### src/shared/bcpr_cfg.svh
// Offsets, field positions, reset values and decode constants of the bridge slice
`ifndef BCPR_CFG_SVH
`define BCPR_CFG_SVH
// Register indices; byte address is four times the index
`define BCPR_IDX_PIN 8'h3d
`define BCPR_IDX_BRIDGE_CONTROL 8'h3e
`define BCPR_IDX_CAP 8'h40
`define BCPR_ADDR_W 10
// Interrupt pin selector
`define BCPR_PIN_RST 8'h00
`define BCPR_PIN_MAX 8'h04
// Bridge control bit positions
`define BCPR_B_POISON 0
`define BCPR_B_ERRFWD 1
`define BCPR_B_ISA 2
`define BCPR_B_VGA 3
`define BCPR_B_VGA16 4
`define BCPR_B_SBR 6
`define BCPR_BRIDGE_CONTROL_RST 16'h0000
`define BCPR_BRIDGE_CONTROL_MASK 16'h005f
// Capability dword fields and reset values
`define BCPR_CAP_ID 8'h10
`define BCPR_NXT_RST 8'hc0
`define BCPR_VER_RST 4'h1
`define BCPR_TYPE_UP 4'h5
`define BCPR_TYPE_DN 4'h6
`define BCPR_MSI_NUM 5'h00
`define BCPR_TCS_RST 1'b1
// Legacy I/O decode constants
`define BCPR_ISA_TOP 16'h0000
`define BCPR_VGA_A_LO 10'h3b0
`define BCPR_VGA_A_HI 10'h3bb
`define BCPR_VGA_B_LO 10'h3c0
`define BCPR_VGA_B_HI 10'h3df
`endif

### src/shared/bcpr_pkg.sv
// Types shared by the bridge control and capability slice
package bcpr_pkg;
   // APB slave phase
   typedef enum logic {BCPR_IDLE, BCPR_ACC} bcpr_apb_e;
   typedef logic [31:0] bcpr_word_t;
endpackage

### src/verilog/bcpr_regs.sv
// Bridge control, interrupt pin and express capability registers behind APB
//
// Notes on behaviour
// [RL1] Pin selector: 0 no interrupt, 1..4 select INTA..INTD.
// [RL2] Software writes only 0..4 into the pin selector.
// [RL3] Pin selector resets to zero; no legacy interrupt by default.
// [RL4] Poison bit clear ignores secondary poisoned TLPs, set reports them.
// [RL5] Error forward bit lets secondary fatal/non-fatal errors pass upstream.
// [RL6] Forwarded errors reported only with command or device reporting enabled.
// [RL7] ISA bit clear: forward every in-window I/O address downstream.
// [RL8] ISA bit set: top 768 bytes per 1 KB below 64 KB go upstream.
// [RL9] VGA bit set forwards VGA addresses downstream; clear blocks them.
// [RL10] VGA width bit matters only while VGA forwarding is set.
// [RL11] Width bit clear: 10-bit aliased decode; set: full 16-bit decode.
// [RL12] Secondary reset bit starts a secondary bus reset.
// [RL13] Capability ID reads fixed 0x10.
// [RL14] Next pointer resets to 0xc0.
// [RL15] Version field resets to 0x1.
// [RL16] Port type reads 0x5 upstream, 0x6 downstream.
// [RL17] Slot bit marks a slot link; software keeps it zero upstream.
// [RL18] MSI number reads zero.
// [RL19] Traffic class routing bit resets to one.
// [RL20] Reserved bits read zero and ignore writes.
`timescale 1ns/10ps
`default_nettype none
`include "bcpr_cfg.svh"

module bcpr_regs #(
   parameter int IO_W = 32
) (
   // Clock and reset
   input wire logic core_clk_i,
   input wire logic rst_b_i,
   // APB slave
   input wire logic psel,
   input wire logic penable,
   input wire logic pwrite,
   input wire logic [`BCPR_ADDR_W-1:0] paddr,
   input wire logic [31:0] pwdata,
   input wire logic [3:0] pstrb,
   output logic [31:0] prdata,
   output logic pready,
   output logic pslverr,
   // Port strap, sampled after reset release
   input wire logic upstream_port_i,
   // Error reporting enables from neighbouring registers
   input wire logic cmd_serr_en_i,
   input wire logic dev_err_report_en_i,
   // Secondary side events
   input wire logic sec_poison_tlp_i,
   input wire logic sec_err_msg_i,
   // I/O request to route
   input wire logic io_req_i,
   input wire logic [IO_W-1:0] io_addr_i,
   input wire logic [IO_W-1:0] io_base_i,
   input wire logic [IO_W-1:0] io_limit_i,
   // Routing and event results
   output logic io_fwd_down_o,
   output logic io_fwd_up_o,
   output logic vga_fwd_down_o,
   output logic poison_report_o,
   output logic err_fwd_o,
   output logic err_report_o,
   // Control levels
   output logic secondary_bus_reset_o,
   output logic [7:0] legacy_irq_pin_sel_o
);

   // Register state
   logic [7:0] legacy_irq_pin_sel;
   logic [15:0] bridge_control_word;
   logic [7:0] next_capability_pointer;
   logic [3:0] capability_version;
   logic slot_implemented;
   logic traffic_class_routing;
   logic strap_done;
   logic is_upstream;
   bcpr_pkg::bcpr_apb_e apb_state;
   logic [7:0] next_legacy_irq_pin_sel;
   logic [15:0] next_bridge_control_word;
   logic [7:0] next_next_capability_pointer;
   logic [3:0] next_capability_version;
   logic next_slot_implemented;
   logic next_traffic_class_routing;
   logic next_strap_done;
   logic next_is_upstream;
   bcpr_pkg::bcpr_apb_e next_apb_state;
   logic [31:0] next_prdata;
   logic next_pready;
   logic next_pslverr;
   // Routing state
   logic next_io_fwd_down;
   logic next_io_fwd_up;
   logic next_vga_fwd_down;
   logic next_poison_report;
   logic next_err_fwd;
   logic next_err_report;

   // Decode helpers
   logic sel_pin;
   logic sel_bridge_control;
   logic sel_cap;
   logic mapped;
   logic wr_now;
   logic [3:0] port_type;
   bcpr_pkg::bcpr_word_t cap_word;
   bcpr_pkg::bcpr_word_t rd_word;

   // Register address decode, byte address is index times four
   always_comb begin
      sel_pin = (paddr == {`BCPR_IDX_PIN, 2'b00});
      sel_bridge_control = (paddr == {`BCPR_IDX_BRIDGE_CONTROL, 2'b00});
      sel_cap = (paddr == {`BCPR_IDX_CAP, 2'b00});
      mapped = sel_pin | sel_bridge_control | sel_cap;
      wr_now = psel & penable & pready & pwrite;
   end

   // Capability dword assembly
   always_comb begin
      port_type = is_upstream ? `BCPR_TYPE_UP : `BCPR_TYPE_DN; // RL16
      cap_word = '0; // RL20
      cap_word[7:0] = `BCPR_CAP_ID; // RL13
      cap_word[15:8] = next_capability_pointer; // RL14
      cap_word[19:16] = capability_version; // RL15
      cap_word[23:20] = port_type; // RL16
      cap_word[24] = slot_implemented; // RL17
      cap_word[29:25] = `BCPR_MSI_NUM; // RL18
      cap_word[30] = traffic_class_routing; // RL19
   end

   // Read mux, narrow registers sit in the low bits
   always_comb begin
      rd_word = '0;
      if (sel_pin) begin
         rd_word[7:0] = legacy_irq_pin_sel;
      end
      if (sel_bridge_control) begin
         rd_word[15:0] = bridge_control_word & `BCPR_BRIDGE_CONTROL_MASK; // RL20
      end
      if (sel_cap) begin
         rd_word = cap_word;
      end
   end

   // APB handshake: one setup cycle, one access cycle with pready
   always_comb begin
      next_apb_state = apb_state;
      next_pready = 1'b0;
      next_pslverr = 1'b0;
      next_prdata = prdata;
      unique case (apb_state)
         bcpr_pkg::BCPR_IDLE: begin
            if (psel && !penable) begin
               next_apb_state = bcpr_pkg::BCPR_ACC;
               next_pready = 1'b1;
               next_pslverr = !mapped;
               next_prdata = (!pwrite && mapped) ? rd_word : 32'h0000_0000;
            end
         end
         bcpr_pkg::BCPR_ACC: begin
            next_apb_state = bcpr_pkg::BCPR_IDLE;
         end
      endcase
   end

   // Register writes with byte strobes, taken on the completing edge
   always_comb begin
      next_legacy_irq_pin_sel = legacy_irq_pin_sel;
      next_bridge_control_word = bridge_control_word;
      next_next_capability_pointer = next_capability_pointer;
      next_capability_version = capability_version;
      next_slot_implemented = slot_implemented;
      next_traffic_class_routing = traffic_class_routing;
      if (wr_now && !pslverr) begin
         if (sel_pin && pstrb[0]) begin
            next_legacy_irq_pin_sel = pwdata[7:0]; // RL1
         end
         if (sel_bridge_control && pstrb[0]) begin
            next_bridge_control_word[7:0] = pwdata[7:0] & 8'(`BCPR_BRIDGE_CONTROL_MASK); // RL20
         end
         if (sel_cap && pstrb[1]) begin
            next_next_capability_pointer = pwdata[15:8]; // RL14
         end
         if (sel_cap && pstrb[2]) begin
            next_capability_version = pwdata[19:16]; // RL15
         end
         if (sel_cap && pstrb[3]) begin
            next_slot_implemented = pwdata[24]; // RL17
            next_traffic_class_routing = pwdata[30]; // RL19
         end
      end
   end

   // Port strap caught once after reset release
   always_comb begin
      next_strap_done = 1'b1;
      next_is_upstream = strap_done ? is_upstream : upstream_port_i; // RL16
   end

   // Legacy I/O routing and secondary events
   logic in_window;
   logic isa_hit;
   logic vga_hit;
   logic [9:0] alias_addr;
   always_comb begin
      alias_addr = io_addr_i[9:0];
      in_window = (io_addr_i >= io_base_i) && (io_addr_i <= io_limit_i);
      // Below 64 KB and in the upper 768 bytes of a 1 KB block
      isa_hit = (io_addr_i[IO_W-1:16] == '0) && (io_addr_i[9:8] != 2'b00); // RL8
      vga_hit = ((alias_addr >= `BCPR_VGA_A_LO) && (alias_addr <= `BCPR_VGA_A_HI))
         || ((alias_addr >= `BCPR_VGA_B_LO) && (alias_addr <= `BCPR_VGA_B_HI));
      if (bridge_control_word[`BCPR_B_VGA16]) begin
         vga_hit = vga_hit && (io_addr_i[15:10] == 6'h00); // RL11
      end
      next_vga_fwd_down = io_req_i && bridge_control_word[`BCPR_B_VGA] && vga_hit; // RL9 RL10
      next_io_fwd_up = io_req_i && in_window && bridge_control_word[`BCPR_B_ISA]
         && isa_hit; // RL8
      next_io_fwd_down = io_req_i && in_window && !next_vga_fwd_down
         && !(bridge_control_word[`BCPR_B_ISA] && isa_hit); // RL7
      next_poison_report = sec_poison_tlp_i
         && bridge_control_word[`BCPR_B_POISON]; // RL4
      next_err_fwd = sec_err_msg_i && bridge_control_word[`BCPR_B_ERRFWD]; // RL5
      next_err_report = next_err_fwd
         && (cmd_serr_en_i || dev_err_report_en_i); // RL6
   end

   // Register all state and outputs
   always_ff @(posedge core_clk_i or negedge rst_b_i) begin
      if (!rst_b_i) begin
         legacy_irq_pin_sel <= `BCPR_PIN_RST; // RL3
         bridge_control_word <= `BCPR_BRIDGE_CONTROL_RST;
         next_capability_pointer <= `BCPR_NXT_RST; // RL14
         capability_version <= `BCPR_VER_RST; // RL15
         slot_implemented <= 1'b0;
         traffic_class_routing <= `BCPR_TCS_RST; // RL19
         strap_done <= 1'b0;
         is_upstream <= 1'b0;
         apb_state <= bcpr_pkg::BCPR_IDLE;
         prdata <= 32'h0000_0000;
         pready <= 1'b0;
         pslverr <= 1'b0;
         io_fwd_down_o <= 1'b0;
         io_fwd_up_o <= 1'b0;
         vga_fwd_down_o <= 1'b0;
         poison_report_o <= 1'b0;
         err_fwd_o <= 1'b0;
         err_report_o <= 1'b0;
         secondary_bus_reset_o <= 1'b0;
         legacy_irq_pin_sel_o <= `BCPR_PIN_RST;
      end else begin
         legacy_irq_pin_sel <= next_legacy_irq_pin_sel;
         bridge_control_word <= next_bridge_control_word;
         next_capability_pointer <= next_next_capability_pointer;
         capability_version <= next_capability_version;
         slot_implemented <= next_slot_implemented;
         traffic_class_routing <= next_traffic_class_routing;
         strap_done <= next_strap_done;
         is_upstream <= next_is_upstream;
         apb_state <= next_apb_state;
         prdata <= next_prdata;
         pready <= next_pready;
         pslverr <= next_pslverr;
         io_fwd_down_o <= next_io_fwd_down;
         io_fwd_up_o <= next_io_fwd_up;
         vga_fwd_down_o <= next_vga_fwd_down;
         poison_report_o <= next_poison_report;
         err_fwd_o <= next_err_fwd;
         err_report_o <= next_err_report;
         secondary_bus_reset_o <= next_bridge_control_word[`BCPR_B_SBR]; // RL12
         legacy_irq_pin_sel_o <= next_legacy_irq_pin_sel; // RL1
      end
   end
endmodule

`default_nettype wire

### config.mk
export PLATFORM = sky130hd
export DESIGN_NAME = bcpr_regs
export DESIGN_NICKNAME = d
export VERILOG_FILES = /design/src/shared/bcpr_pkg.sv /design/src/verilog/bcpr_regs.sv
export VERILOG_INCLUDE_DIRS = /design/src /design/src/shared
export SDC_FILE = /design/constraint.sdc
export NUM_CORES = 1
export LEC_CHECK = 0
export BUFFER_PORTS_ARGS = -buffer_cell sky130_fd_sc_hd__buf_2
export CORE_MARGIN = 2
export CORE_UTILIZATION = 47
export CTS_BUF_LIST = sky130_fd_sc_hd__clkbuf_16
export DETAILED_ROUTE_END_ITERATION = 8
export PLACE_DENSITY = 0.81
export SETUP_SLACK_MARGIN = 0.2
export SKIP_LAST_GASP = 1
export SYNTH_ARGS = -nofsm -noshare
export SYNTH_HDL_FRONTEND = slang
export SYNTH_SLANG_ARGS = --single-unit
### constraint.sdc
create_clock -name core_clk_i -period 2.4 [get_ports core_clk_i]
set_clock_uncertainty 0.2 [all_clocks]
set_input_delay 0.48 -clock core_clk_i [delete_from_list [all_inputs] [get_ports core_clk_i]]
set_output_delay 0.48 -clock core_clk_i [all_outputs]
set_load 0.01 [all_outputs]
Word-level counts from Yosys, hierarchy flattened --
Cells that the tools add are included. W data, S select, Z words.
Word-level totals: bits in registers 71, bits of input ports 153, output and inout port bits 49, word-level logic and storage cells 86
Operators by class: $lt $le $gt $ge 6, eq/ne operators 3, multiplexer cells 11, bitwise gates (word level) 6, reductions and logical operators 41
Operator list (count):
- $ge A32 B32 Y1 | 1
- $le A32 B32 Y1 | 1
- $mux W32 | 1
- $mux W31 | 1
- $logic_and A1 B1 Y1 | 24
- $eq A10 B8 Y1 const B | 2
- $ge A10 B10 Y1 const B | 2
- $le A10 B10 Y1 const B | 2
- $logic_not A16 Y1 | 1
- $mux W8 | 2
- $reduce_and A2 Y1 | 6
- $eq A10 B9 Y1 const B | 1
- $logic_not A1 Y1 | 6
- $logic_not A6 Y1 | 1
- $mux W1 | 5
- $and A1 B1 Y1 | 3
- $logic_or A1 B1 Y1 | 2
- $mux W2 | 1
- $or A1 B1 Y1 | 2
- $pmux W1 S2 | 1
- $reduce_bool A2 Y1 | 1
- $not A1 Y1 | 1

Longest topological paths before layout --
Gate-level depths: netlist of run 1.
depth in word-level cells 9, depth in mapped cells 8, mapped depth without buffers 8

Least setup slack after synthesis of run 1 --
Ideal clock, no wire load.
path type in2reg, from input paddr[9], to register bridge_control_word[0], setup time 125 ps, arrival 1758 ps, data required time 2075 ps, path slack 317 ps, cell stages on the path 6, buffers on the path 2, path through nor3_2 > and4b_1 > clkbuf_1 > and3_1 > buf_4 > mux2_2
Between the ends: longest elaborated chain between the ends 3
Ends and longest elaborated chain:
- start: declaration | line bcpr_regs.sv:38 | input wire logic [`BCPR_ADDR_W-1:0] paddr,
- $eq A10 B8 Y1 | line bcpr_regs.sv:112 | sel_bridge_control = (paddr == {`BCPR_IDX_BRIDGE_CONTROL, 2'b00});
- $logic_and A1 B1 Y1 | line bcpr_regs.sv:178 | if (sel_bridge_control && pstrb[0]) begin
- $reduce_and A2 Y1 (no line)
- end signal: assignment | line bcpr_regs.sv:231 | bridge_control_word <= `BCPR_BRIDGE_CONTROL_RST;
- end signal: assignment | line bcpr_regs.sv:252 | bridge_control_word <= next_bridge_control_word;
- end: declaration | line bcpr_regs.sv:71 | logic [15:0] bridge_control_word;
No other way between the ends. A chain may end at the register's enable or synchronous reset.

Worst setup path in the final report of run 1 --
from input io_addr_i[1], to register io_fwd_down_o
Between the ends: longest elaborated chain between the ends 9, elaborated cells between the ends (all ways) 17, classes of those cells order compare (6); mux (1); reduce/logical (10)
Ends and longest elaborated chain:
- start: declaration | line bcpr_regs.sv:54 | input wire logic [IO_W-1:0] io_addr_i,
- $ge A10 B10 Y1 (no line) / $le A10 B10 Y1 (equally long branches)
- $logic_and A1 B1 Y1, on equally long branches | line bcpr_regs.sv:210, bcpr_regs.sv:211
- $logic_or A1 B1 Y1 | line bcpr_regs.sv:210 | vga_hit = ((alias_addr >= `BCPR_VGA_A_LO) && (alias_addr <= `BCPR_VGA_A_HI))
- $logic_and A1 B1 Y1 | line bcpr_regs.sv:213 | vga_hit = vga_hit && (io_addr_i[15:10] == 6'h00);
- $mux W1 | line bcpr_regs.sv:212 | if (bridge_control_word[`BCPR_B_VGA16]) begin
- $logic_and A1 B1 Y1 | line bcpr_regs.sv:215 | next_vga_fwd_down = io_req_i && bridge_control_word[`BCPR_B_VGA] && vga_hit;
- $logic_not A1 Y1 | line bcpr_regs.sv:218 | next_io_fwd_down = io_req_i && in_window && !next_vga_fwd_down
- $logic_and A1 B1 Y1 * (2 in series) | line bcpr_regs.sv:218
- net next_io_fwd_down | line bcpr_regs.sv:92 | logic next_io_fwd_down;
- end signal: assignment | line bcpr_regs.sv:263 | io_fwd_down_o <= next_io_fwd_down;
- end: declaration | line bcpr_regs.sv:58 | output logic io_fwd_down_o,
Mark *: on every way through the listed nets, which the timed path passes. The rest lies on a longest branch.

==> results of run 1 <==
==> synthesized netlist by cell type (2+ instances only) <==
master,number,share of area
nand2_1,33,0.030
or4_1,2,0.0036
a22o_1,16,0.034
mux2_2,29,0.078
nor3_1,5,0.0060
nand4_1,12,0.018
buf_4,8,0.014
and2_1,2,0.0030
a21oi_1,27,0.032
o21ai_0,16,0.019
and4_1,2,0.0042
dfstp_2,4,0.025
nand2_2,2,0.0030
dfrtp_1,59,0.35
a221oi_1,3,0.0063
o211ai_1,2,0.0036
nor2_1,12,0.011
nor4b_1,2,0.0042
a211oi_1,3,0.0054
inv_1,67,0.060
a21o_1,2,0.0036
nor4_1,6,0.0090
a22oi_1,5,0.0090
and4b_1,3,0.0072
conb_1,2,0.0018
a32o_1,2,0.0048
and3_1,3,0.0045
ha_1,64,0.19
clkbuf_1,5,0.0045
nor3_2,2,0.0048
nand3_1,10,0.012
==> sequential cells by signal (all words and copies together), names as in the netlist <==
signal and flops:
apb_state 1, bridge_control_word 6, capability_version 4, err_fwd_o 1
err_report_o 1, io_fwd_down_o 1, io_fwd_up_o 1, is_upstream 1
legacy_irq_pin_sel 8, next_capability_pointer 8, poison_report_o 1, prdata 25
pslverr 1, slot_implemented 1, strap_done 1, traffic_class_routing 1
vga_fwd_down_o 1
==> routing by layer <==
metal | routed length (µm) | part of all wire | vias to the layer above
li1 | - | - | 1899
met1 | 4470 | 0.41 | 1851
met2 | 5520 | 0.50 | 159
met3 | 743 | 0.068 | 19
met4 | 257 | 0.023 | 0
met5 | 0 | 0 | -
==> through the flow <==
step / TNS (ns) / util / cells / setup WS [ns] / power (mW)
finish: 0 / 0.642 / 735 / 0.329 / 2.76
global route: 0 / 0.642 / 735 / 0.206 / 2.89
CTS: 0 / 0.638 / 735 / 0.221 / 2.77
detailed placement: -0.166 / 0.604 / 718 / -0.108 / 1.53
global placement: -0.0261 / 0.604 / 718 / -0.0261 / 1.51
floorplan: 0 / - / 432 / 0.317 / 1.31
==> worst max-delay path, cell delays in order <==
cell and delay [ns]:
buf_2 0.11, ha_1 0.30, nor2b_1 0.13, o211ai_1 0.19
a2111oi_0 0.13, nor4b_1 0.28, a2bb2oi_1 0.23, nor4bb_1 0.23
==> cells by family (layout without fill, tap and decap cells) <==
group | Yosys count | after routing | share of synthesized area
AO/OA/AOI/OAI | 84 | 84 | 0.134
adder cells (fa/ha/maj) | 64 | 64 | 0.192
buffers and inverters | 81 | 276 | 0.0804
flip-flops | 63 | 63 | 0.379
multiplexers | 29 | 29 | 0.0783
other | 2 | 8 | 0.00180
AND/OR/NAND/NOR | 103 | 103 | 0.134
==> power breakdown <==
part	switching [mW]	leakage, nW	total (mW)	internal (mW)
logic	0.242	2.24	0.447	0.205
clock network	0.444	0.146	1.24	0.794
registers	0.00332	0.859	1.07	1.07
total	0.689	3.24	2.76	2.07
==> final timing paths <==
path | slack [ns] | cells after the start | endpoint
worst max-delay path | 0.33 | 8 | io_fwd_down_o
worst min-delay path | 0.17 | 2 | err_report_o
worst max register to register | 0.63 | 4 | legacy_irq_pin_sel[2]
worst min register to register | 0.28 | 1 | prdata[7]
max in group asynchronous | 0.96 | 3 | traffic_class_routing
min in group asynchronous | 0.42 | 2 | prdata[17]
==> timing repair <==
action / CTS / global route
gates resized for setup: 0 / 5
hold endpoints to repair: 12 / 0
endpoints found under the setup margin: 0 / 2
hold buffers: 1 / 0
==> final cells by class <==
class | count | area, µm² | share of cell area
sequential | 63 | 1580 | 0.284
tap | 108 | 135 | 0.0243
multi-input combinational | 288 | 2310 | 0.415
inverter | 67 | 251 | 0.0451
clock buffer | 9 | 225 | 0.0404
clock inverter | 7 | 65.1 | 0.0117
timing repair buffer | 193 | 1000 | 0.180
==> impl_metrics.tcl, run 1 <==
set metrics [dict create \
    layout_common_cells "184 x buf_2, 68 x inv_1, 64 x ha_1" \
    cts_made_buffers 9 \
    grt_max_degree 51 \
    drv_slew 0 \
    io_pins 202 \
    clock_path_buffers 2 \
    rsz0062_at_grt "false" \
    rows 34 \
    die_w_um 98.2 \
    post_drt_wl_per_cell_um 15.0 \
    drc 0 \
    vias 3928 \
    fin_nets 839 \
    synth_ff_type "dfrtp_1" \
    final_area_mm2 0.00557 \
    hold_viol_final 0 \
    cts-root-buf "clkbuf_16" \
    startpoint "io_addr_i[1]" \
    placed_cell_area_mm2 0.00524 \
    ys_types 47 \
    max-cap-violations 0 \
    synth_edf_count 0 \
    use_met2 0.423 \
    max_slew_margin 0.661 \
    htreeDepth 3 \
    r2r-start "apb_state" \
    hold_ws_ns 0.165 \
    vias_per_cell 5.34 \
    fmax_mhz 483 \
    hpwl_um 9170 \
    cp.arrival_ns 2.09 \
    period_share 0.863 \
    use_met3 0.0387 \
    setup.worst_path.start_class "input pin" \
    status "finished, final reports clean" \
    first_global_vias 3881 \
    cp.required_ns 2.42 \
    tightest_slew_ns 0.507 \
    grt_pass1_wl_um 17800 \
    gp_congestion 0.850 \
    ys_warn_count 0 \
    setup_viol 0 \
    synthArstFlopShare 1.00 \
    final_antenna_net_count 0 \
    grt.overflow.total 0 \
    syn_area_mm2 0.00417 \
    cts_tree "done" \
    insertedDiodeCount 0 \
    crit_fanout 2 \
    fill_cells 726 \
    top_usage_layer "met2" \
    drt-pass1-iter-count 4 \
    grtUsageTotal 0.230 \
    cp-end-kind "register" \
    dr.first_iter.drc_count 68 \
    pwr_density_cell_mw_per_mm2 495 \
    post-cts-setup-buffer-count 0 \
    chipHeight_um 98.2 \
    vdd_drop_max_mv 0.323 \
    syn_avg_cell_area_um2 9.79 \
    clk_pin_slew_ns 0.05 \
    clk_latency_ns 0.32 \
    cts.sinks 63 \
    start_util 0.481 \
    leakage_nw 3.24 \
    synthCells 426 \
    worstHoldStart "cmd_serr_en_i" \
    drive_above_1_share 0.399 \
    min_path_type "in2reg" \
    routed_wl_um 11000 \
    critPathKind "in2reg" \
    antenna_found_initial 0 \
    use_met1 0.272 \
    dieArea_mm2 0.00964 \
    syn_to_final_growth_pct 33.6 \
    finalCriticalPeriod_ns 2.07 \
    core_area_mm2 0.00868 \
    synth-seq-cells 63 \
    layout_commonest_cell "buf_2" \
    portBuffers 184 \
    ys_seq_area_frac 0.379 \
]
Note: power is estimated with default switching activity, not from simulation.
==> run 2, diff against run 1 <==
--- a/config.mk
+++ b/config.mk
@@ -7,11 +7,12 @@
 export NUM_CORES = 1
 export LEC_CHECK = 0
 export BUFFER_PORTS_ARGS = -buffer_cell sky130_fd_sc_hd__buf_2
+export CAP_MARGIN = 15
 export CORE_MARGIN = 2
 export CORE_UTILIZATION = 47
 export CTS_BUF_LIST = sky130_fd_sc_hd__clkbuf_16
 export DETAILED_ROUTE_END_ITERATION = 8
-export PLACE_DENSITY = 0.81
+export PLACE_DENSITY = 0.93
 export SETUP_SLACK_MARGIN = 0.2
 export SKIP_LAST_GASP = 1
 export SYNTH_ARGS = -nofsm -noshare
==> run 2 against run 1 <==
Against the previous run:
- clock-buffer cell count unchanged
- clock power up 3%
- final cell count down 0.14%
- die area unchanged
- via count up 2.7%
- largest cell class unchanged
- sequential share of layout area up 0.077 points
- register-to-register slack worse by 0.28 ns
- largest power group unchanged
- total power up 1.7%
- flip-flop and latch count unchanged
- core utilization down 0.17 points
- hold slack worse by 0.0025 ns
- first-iteration DRC count up 72%
- highest routed layer unchanged
==> impl_metrics.tcl, run 2 (same netlist as run 1, synthesis figures left out) <==
set metrics [dict create \
    setup_viol 0 \
    drv_slew 0 \
    slowest_stage "and3_1" \
    portBuffers 184 \
    r2r-start "apb_state" \
    fmax_mhz 471 \
    clk_pin_slew_ns 0.05 \
    period_share 0.884 \
    chipHeight_um 98.2 \
    antenna_found_initial 0 \
    fin_nets 838 \
    tightest_slew_ns 0.615 \
    insertedDiodeCount 0 \
    crit_fanout 6 \
    path_delay_family "simple AND/OR/NAND/NOR gates" \
    gp_congestion 0.936 \
    first_global_vias 4109 \
    hold_path_depth 2 \
    hold-path-endpoint "err_report_o" \
    r2r_end "prdata[11]" \
    htreeDepth 3 \
    worstHoldStart "cmd_serr_en_i" \
    dr.first_iter.drc_count 117 \
    post_drt_wl_per_cell_um 16.3 \
    hpwl_um 9600 \
    leakage_nw 3.22 \
    cts_made_buffers 9 \
    drive_above_1_share 0.396 \
    hold_ws_ns 0.163 \
    start_util 0.481 \
    cts.sinks 63 \
    clk_latency_ns 0.33 \
    final_antenna_net_count 0 \
    max-cap-violations 0 \
    top_regs "prdata (25), legacy_irq_pin_sel (8), next_capability_pointer (8)" \
    worst_slack_ns 0.279 \
    drt-pass1-iter-count 7 \
    setup.worst_path.start_class "input pin" \
    critPathKind "in2reg" \
    syn_to_final_growth_pct 33.2 \
    crit_path_max_incr_delay_ns 0.44 \
    grt_max_degree 44 \
    finalCriticalPeriod_ns 2.12 \
    cts-root-buf "clkbuf_16" \
    pwr_density_cell_mw_per_mm2 505 \
    drc 0 \
    crit_chain "buf_2, nor3_2, and4b_1, and3_1, mux2_2" \
    post-cts-setup-buffer-count 0 \
    dieArea_mm2 0.00964 \
    routed_wl_um 12000 \
    largest_register "prdata" \
    die_w_um 98.2 \
    hold_viol_final 0 \
    min_path_type "in2reg" \
    cp.arrival_ns 2.13 \
    cts_tree "done" \
    layout_commonest_cell "buf_2" \
    grtUsageTotal 0.245 \
    tns_ns 0 \
    cp-end-kind "register" \
    worstRegToRegCells 5 \
    place_ws_ns -0.0927 \
    core_area_mm2 0.00868 \
    io_pins 202 \
    vias 4034 \
    path_buf_inv 1 \
    layout_common_cells "184 x buf_2, 67 x inv_1, 64 x ha_1" \
    rows 34 \
    clock_path_buffers 2 \
    vdd_drop_max_mv 0.348 \
    max_slew_margin 0.590 \
    vias_per_cell 5.50 \
    cp.required_ns 2.41 \
    grt_pass1_wl_um 18900 \
    grt.overflow.total 0 \
    rsz0062_at_grt "false" \
    status "finished, final reports clean" \
    largest_register_ff_count 25 \
    r2r_setup_slack_ns 0.35 \
]
==> run 2: metrics by stage <==
| step | area (µm²) | power (mW) | util | std cells |
|---|---|---|---|---|
| finish | 5560 | 2.80 | 0.640 | 734 |
| floorplan | 4190 | 1.31 | - | 432 |
| global route | 5560 | 2.93 | 0.640 | 734 |
| detailed placement | 5230 | 1.53 | 0.603 | 717 |
| CTS | 5540 | 2.81 | 0.638 | 734 |
| global placement | 5230 | 1.50 | 0.603 | 717 |
==> run 2: worst register-to-register path: stages, from the launching register on <==
cell,delay [ns]
dfrtp_1,0.41
nor2_1,0.19
nand2_2,0.09
nor2_1,0.21
and4_1,0.64
a22o_1,0.24
==> run 2: cell type report <==
class	count	area, µm²
clock buffers	9	225
clock inverters	7	73.8
fillers	683	3120
inverters	67	251
multi-input cells	288	2290
flip-flops and latches	63	1580
well taps	108	135
repair buffers	192	996
==> run 2: how the worst max path moves through the flow <==
stage                              from                     end  slack, ns  depth (start not counted)
after CTS                 io_addr_i[15]           io_fwd_down_o       0.23                          9
after floorplan                paddr[9]  bridge_control_word[0]       0.32                          6
after global routing      io_addr_i[17]             io_fwd_up_o       0.23                          8
after global placement    io_addr_i[15]           io_fwd_down_o      -0.06                          9
after detailed placement  io_addr_i[15]           io_fwd_down_o      -0.09                          9
final                          paddr[9]  bridge_control_word[2]       0.28                          5
==> run 2: what timing repair did <==
action | in CTS | in global routing
hold endpoints to repair | 19 | 0
hold buffers | 1 | 0
endpoints found under the setup margin | 0 | 8
resized for setup | 0 | 3
==> run 2: power by group <==
part	total (mW)	internal, mW	switching, mW
Combinational	0.451	0.206	0.245
Sequential	1.07	1.07	0.00398
Clock	1.28	0.802	0.477
==> run 2: per-layer routing <==
layer,global-route usage,vias to the layer above,share of wire
met1,0.273,1911,0.39
met2,0.453,201,0.52
met3,0.0487,25,0.071
met4,0.106,0,0.026
met5,0,-,0
li1,-,1897,-
==> run 3, diff against run 2 <==
--- a/config.mk
+++ b/config.mk
@@ -9,10 +9,10 @@
 export BUFFER_PORTS_ARGS = -buffer_cell sky130_fd_sc_hd__buf_2
 export CAP_MARGIN = 15
 export CORE_MARGIN = 2
-export CORE_UTILIZATION = 47
+export CORE_UTILIZATION = 50
 export CTS_BUF_LIST = sky130_fd_sc_hd__clkbuf_16
 export DETAILED_ROUTE_END_ITERATION = 8
-export PLACE_DENSITY = 0.93
+export PLACE_DENSITY = 0.95
 export SETUP_SLACK_MARGIN = 0.2
 export SKIP_LAST_GASP = 1
 export SYNTH_ARGS = -nofsm -noshare
==> constraint.sdc (replaced) <==
create_clock -name core_clk_i -period 2.75 [get_ports core_clk_i]
set_clock_uncertainty 0.2 [all_clocks]
set_input_delay 0.55 -clock core_clk_i [delete_from_list [all_inputs] [get_ports core_clk_i]]
set_output_delay 0.55 -clock core_clk_i [all_outputs]
set_load 0.01 [all_outputs]
==> run 3 against run 2 <==
Against the previous run:
- sequential power is 12% lower
- die area decreased by 5.8%
- design area decreased by 0.79%
- global-route usage is 0.95 points higher
- hold slack better by 0.040 ns
- combinational power is 14% lower
- critical path type unchanged
- highest routed layer unchanged
==> impl_metrics.tcl, run 3 (same netlist as run 1, synthesis figures left out) <==
set metrics [dict create \
    status "finished, final reports clean" \
    cp.arrival_ns 2.31 \
    final_area_mm2 0.00551 \
    htreeDepth 3 \
    antenna_found_initial 0 \
    rows 33 \
    first_global_vias 3966 \
    post_drt_wl_per_cell_um 15.7 \
    clock_path_buffers 2 \
    crit_fanout 3 \
    rsz0062_at_grt "false" \
    clk_pin_slew_ns 0.05 \
    dieArea_mm2 0.00909 \
    layout_common_cells "184 x buf_2, 68 x inv_1, 64 x ha_1" \
    max-cap-violations 0 \
    min_path_type "in2async" \
    post-cts-setup-buffer-count 0 \
    critPathKind "in2reg" \
    drive_above_1_share 0.390 \
    largest_register "prdata" \
    place_ws_ns 0.148 \
    core_area_mm2 0.00813 \
    io_pins 202 \
    cts-root-buf "clkbuf_16" \
    drc 0 \
    clk_latency_ns 0.32 \
    die_w_um 95.3 \
    fin_nets 835 \
    tns_ns 0 \
    top_regs "prdata (25), legacy_irq_pin_sel (8), next_capability_pointer (8)" \
    tightest_slew_ns 0.769 \
    largest_register_ff_count 25 \
    cts_tree "done" \
    layout_commonest_cell "buf_2" \
    finalCriticalPeriod_ns 2.29 \
    grt.overflow.total 0 \
    placed_cell_area_mm2 0.00520 \
    start_util 0.513 \
    period_share 0.834 \
    vias_per_cell 5.50 \
    hpwl_um 9520 \
    hold_buffers 0 \
    routed_wl_um 11500 \
    cts.sinks 63 \
    ctsResizeCount 0 \
    finalPower_mw 2.49 \
    cp.required_ns 2.76 \
    pwr_density_cell_mw_per_mm2 452 \
    worst_slack_ns 0.456 \
    fmax_mhz 436 \
    cts_made_buffers 9 \
    vias 4007 \
    drt-pass1-iter-count 4 \
    final_antenna_net_count 0 \
    syn_to_final_growth_pct 32.2 \
    hold_viol_final 0 \
    insertedDiodeCount 0 \
    gp_congestion 0.862 \
    setup_viol 0 \
    portBuffers 184 \
    grt_max_degree 64 \
    cp-end-kind "register" \
    vdd_drop_max_mv 0.296 \
    grtUsageTotal 0.255 \
    leakage_nw 3.21 \
    grt_pass1_wl_um 17900 \
    chipHeight_um 95.3 \
    hold_ws_ns 0.203 \
    setup.worst_path.start_class "input pin" \
    drv_slew 0 \
    dr.first_iter.drc_count 195 \
    max_slew_margin 0.487 \
]
run 3: cell types whose count changed in the layout (fill, tap and decap cells not counted), sizes merged:
cell         delta
clkinvlp        -1
bufinv          +1
clkinv          -1
buf             -2
dlygate4sd3     -1
inv             +1
run 3: layer usage:
metal	vias to the layer above	GRT usage	wire [µm]
met2	217	0.464	5970
met5	-	0	0
li1	1894	-	-
met1	1873	0.271	4280
met3	23	0.0704	956
met4	0	0.117	253
run 3: layout make-up:
| cell class | instances | area, µm² |
|---|---|---|
| Sequential cell | 63 | 1580 |
| Timing Repair Buffer | 189 | 958 |
| Tap cell | 105 | 131 |
| Multi-Input combinational cell | 288 | 2280 |
| Clock buffer | 9 | 225 |
| Fill cell | 648 | 2620 |
| Clock inverter | 7 | 88.8 |
| Inverter | 67 | 251 |
run 3: stage by stage:
stage | util | cells
6_report | 0.678 | 728
5_1_grt | 0.678 | 728
4_1_cts | 0.678 | 728
3_5_place_dp | 0.639 | 712
3_3_place_gp | 0.639 | 712
2_1_floorplan | - | 432
run 3: worst paths after layout:
| path | from | to | slack, ns | cells after the start |
|---|---|---|---|---|
| max | io_addr_i[15] | io_fwd_down_o | 0.46 | 8 |
| min | rst_b_i | prdata[14] | 0.20 | 2 |
| max reg2reg | apb_state | prdata[12] | 0.78 | 5 |
| min reg2reg | prdata[22] | prdata[22] | 0.28 | 2 |
| max in group asynchronous | rst_b_i | poison_report_o | 1.65 | 2 |
| min in group core_clk_i | cmd_serr_en_i | err_report_o | 0.24 | 2 |
run 3: critical path, stage by stage:
cell and delay, ns:
buf_2 0.12, ha_1 0.30, nand2_1 0.10, nor4_1 0.44
o41ai_1 0.16, o211ai_1 0.23, a221oi_1 0.13, nor4bb_1 0.28
run 3: power by group:
part,internal (mW),switching (mW)
Clock,0.785,0.381
Combinational,0.176,0.211
Sequential,0.934,0.00338
Total,1.89,0.595
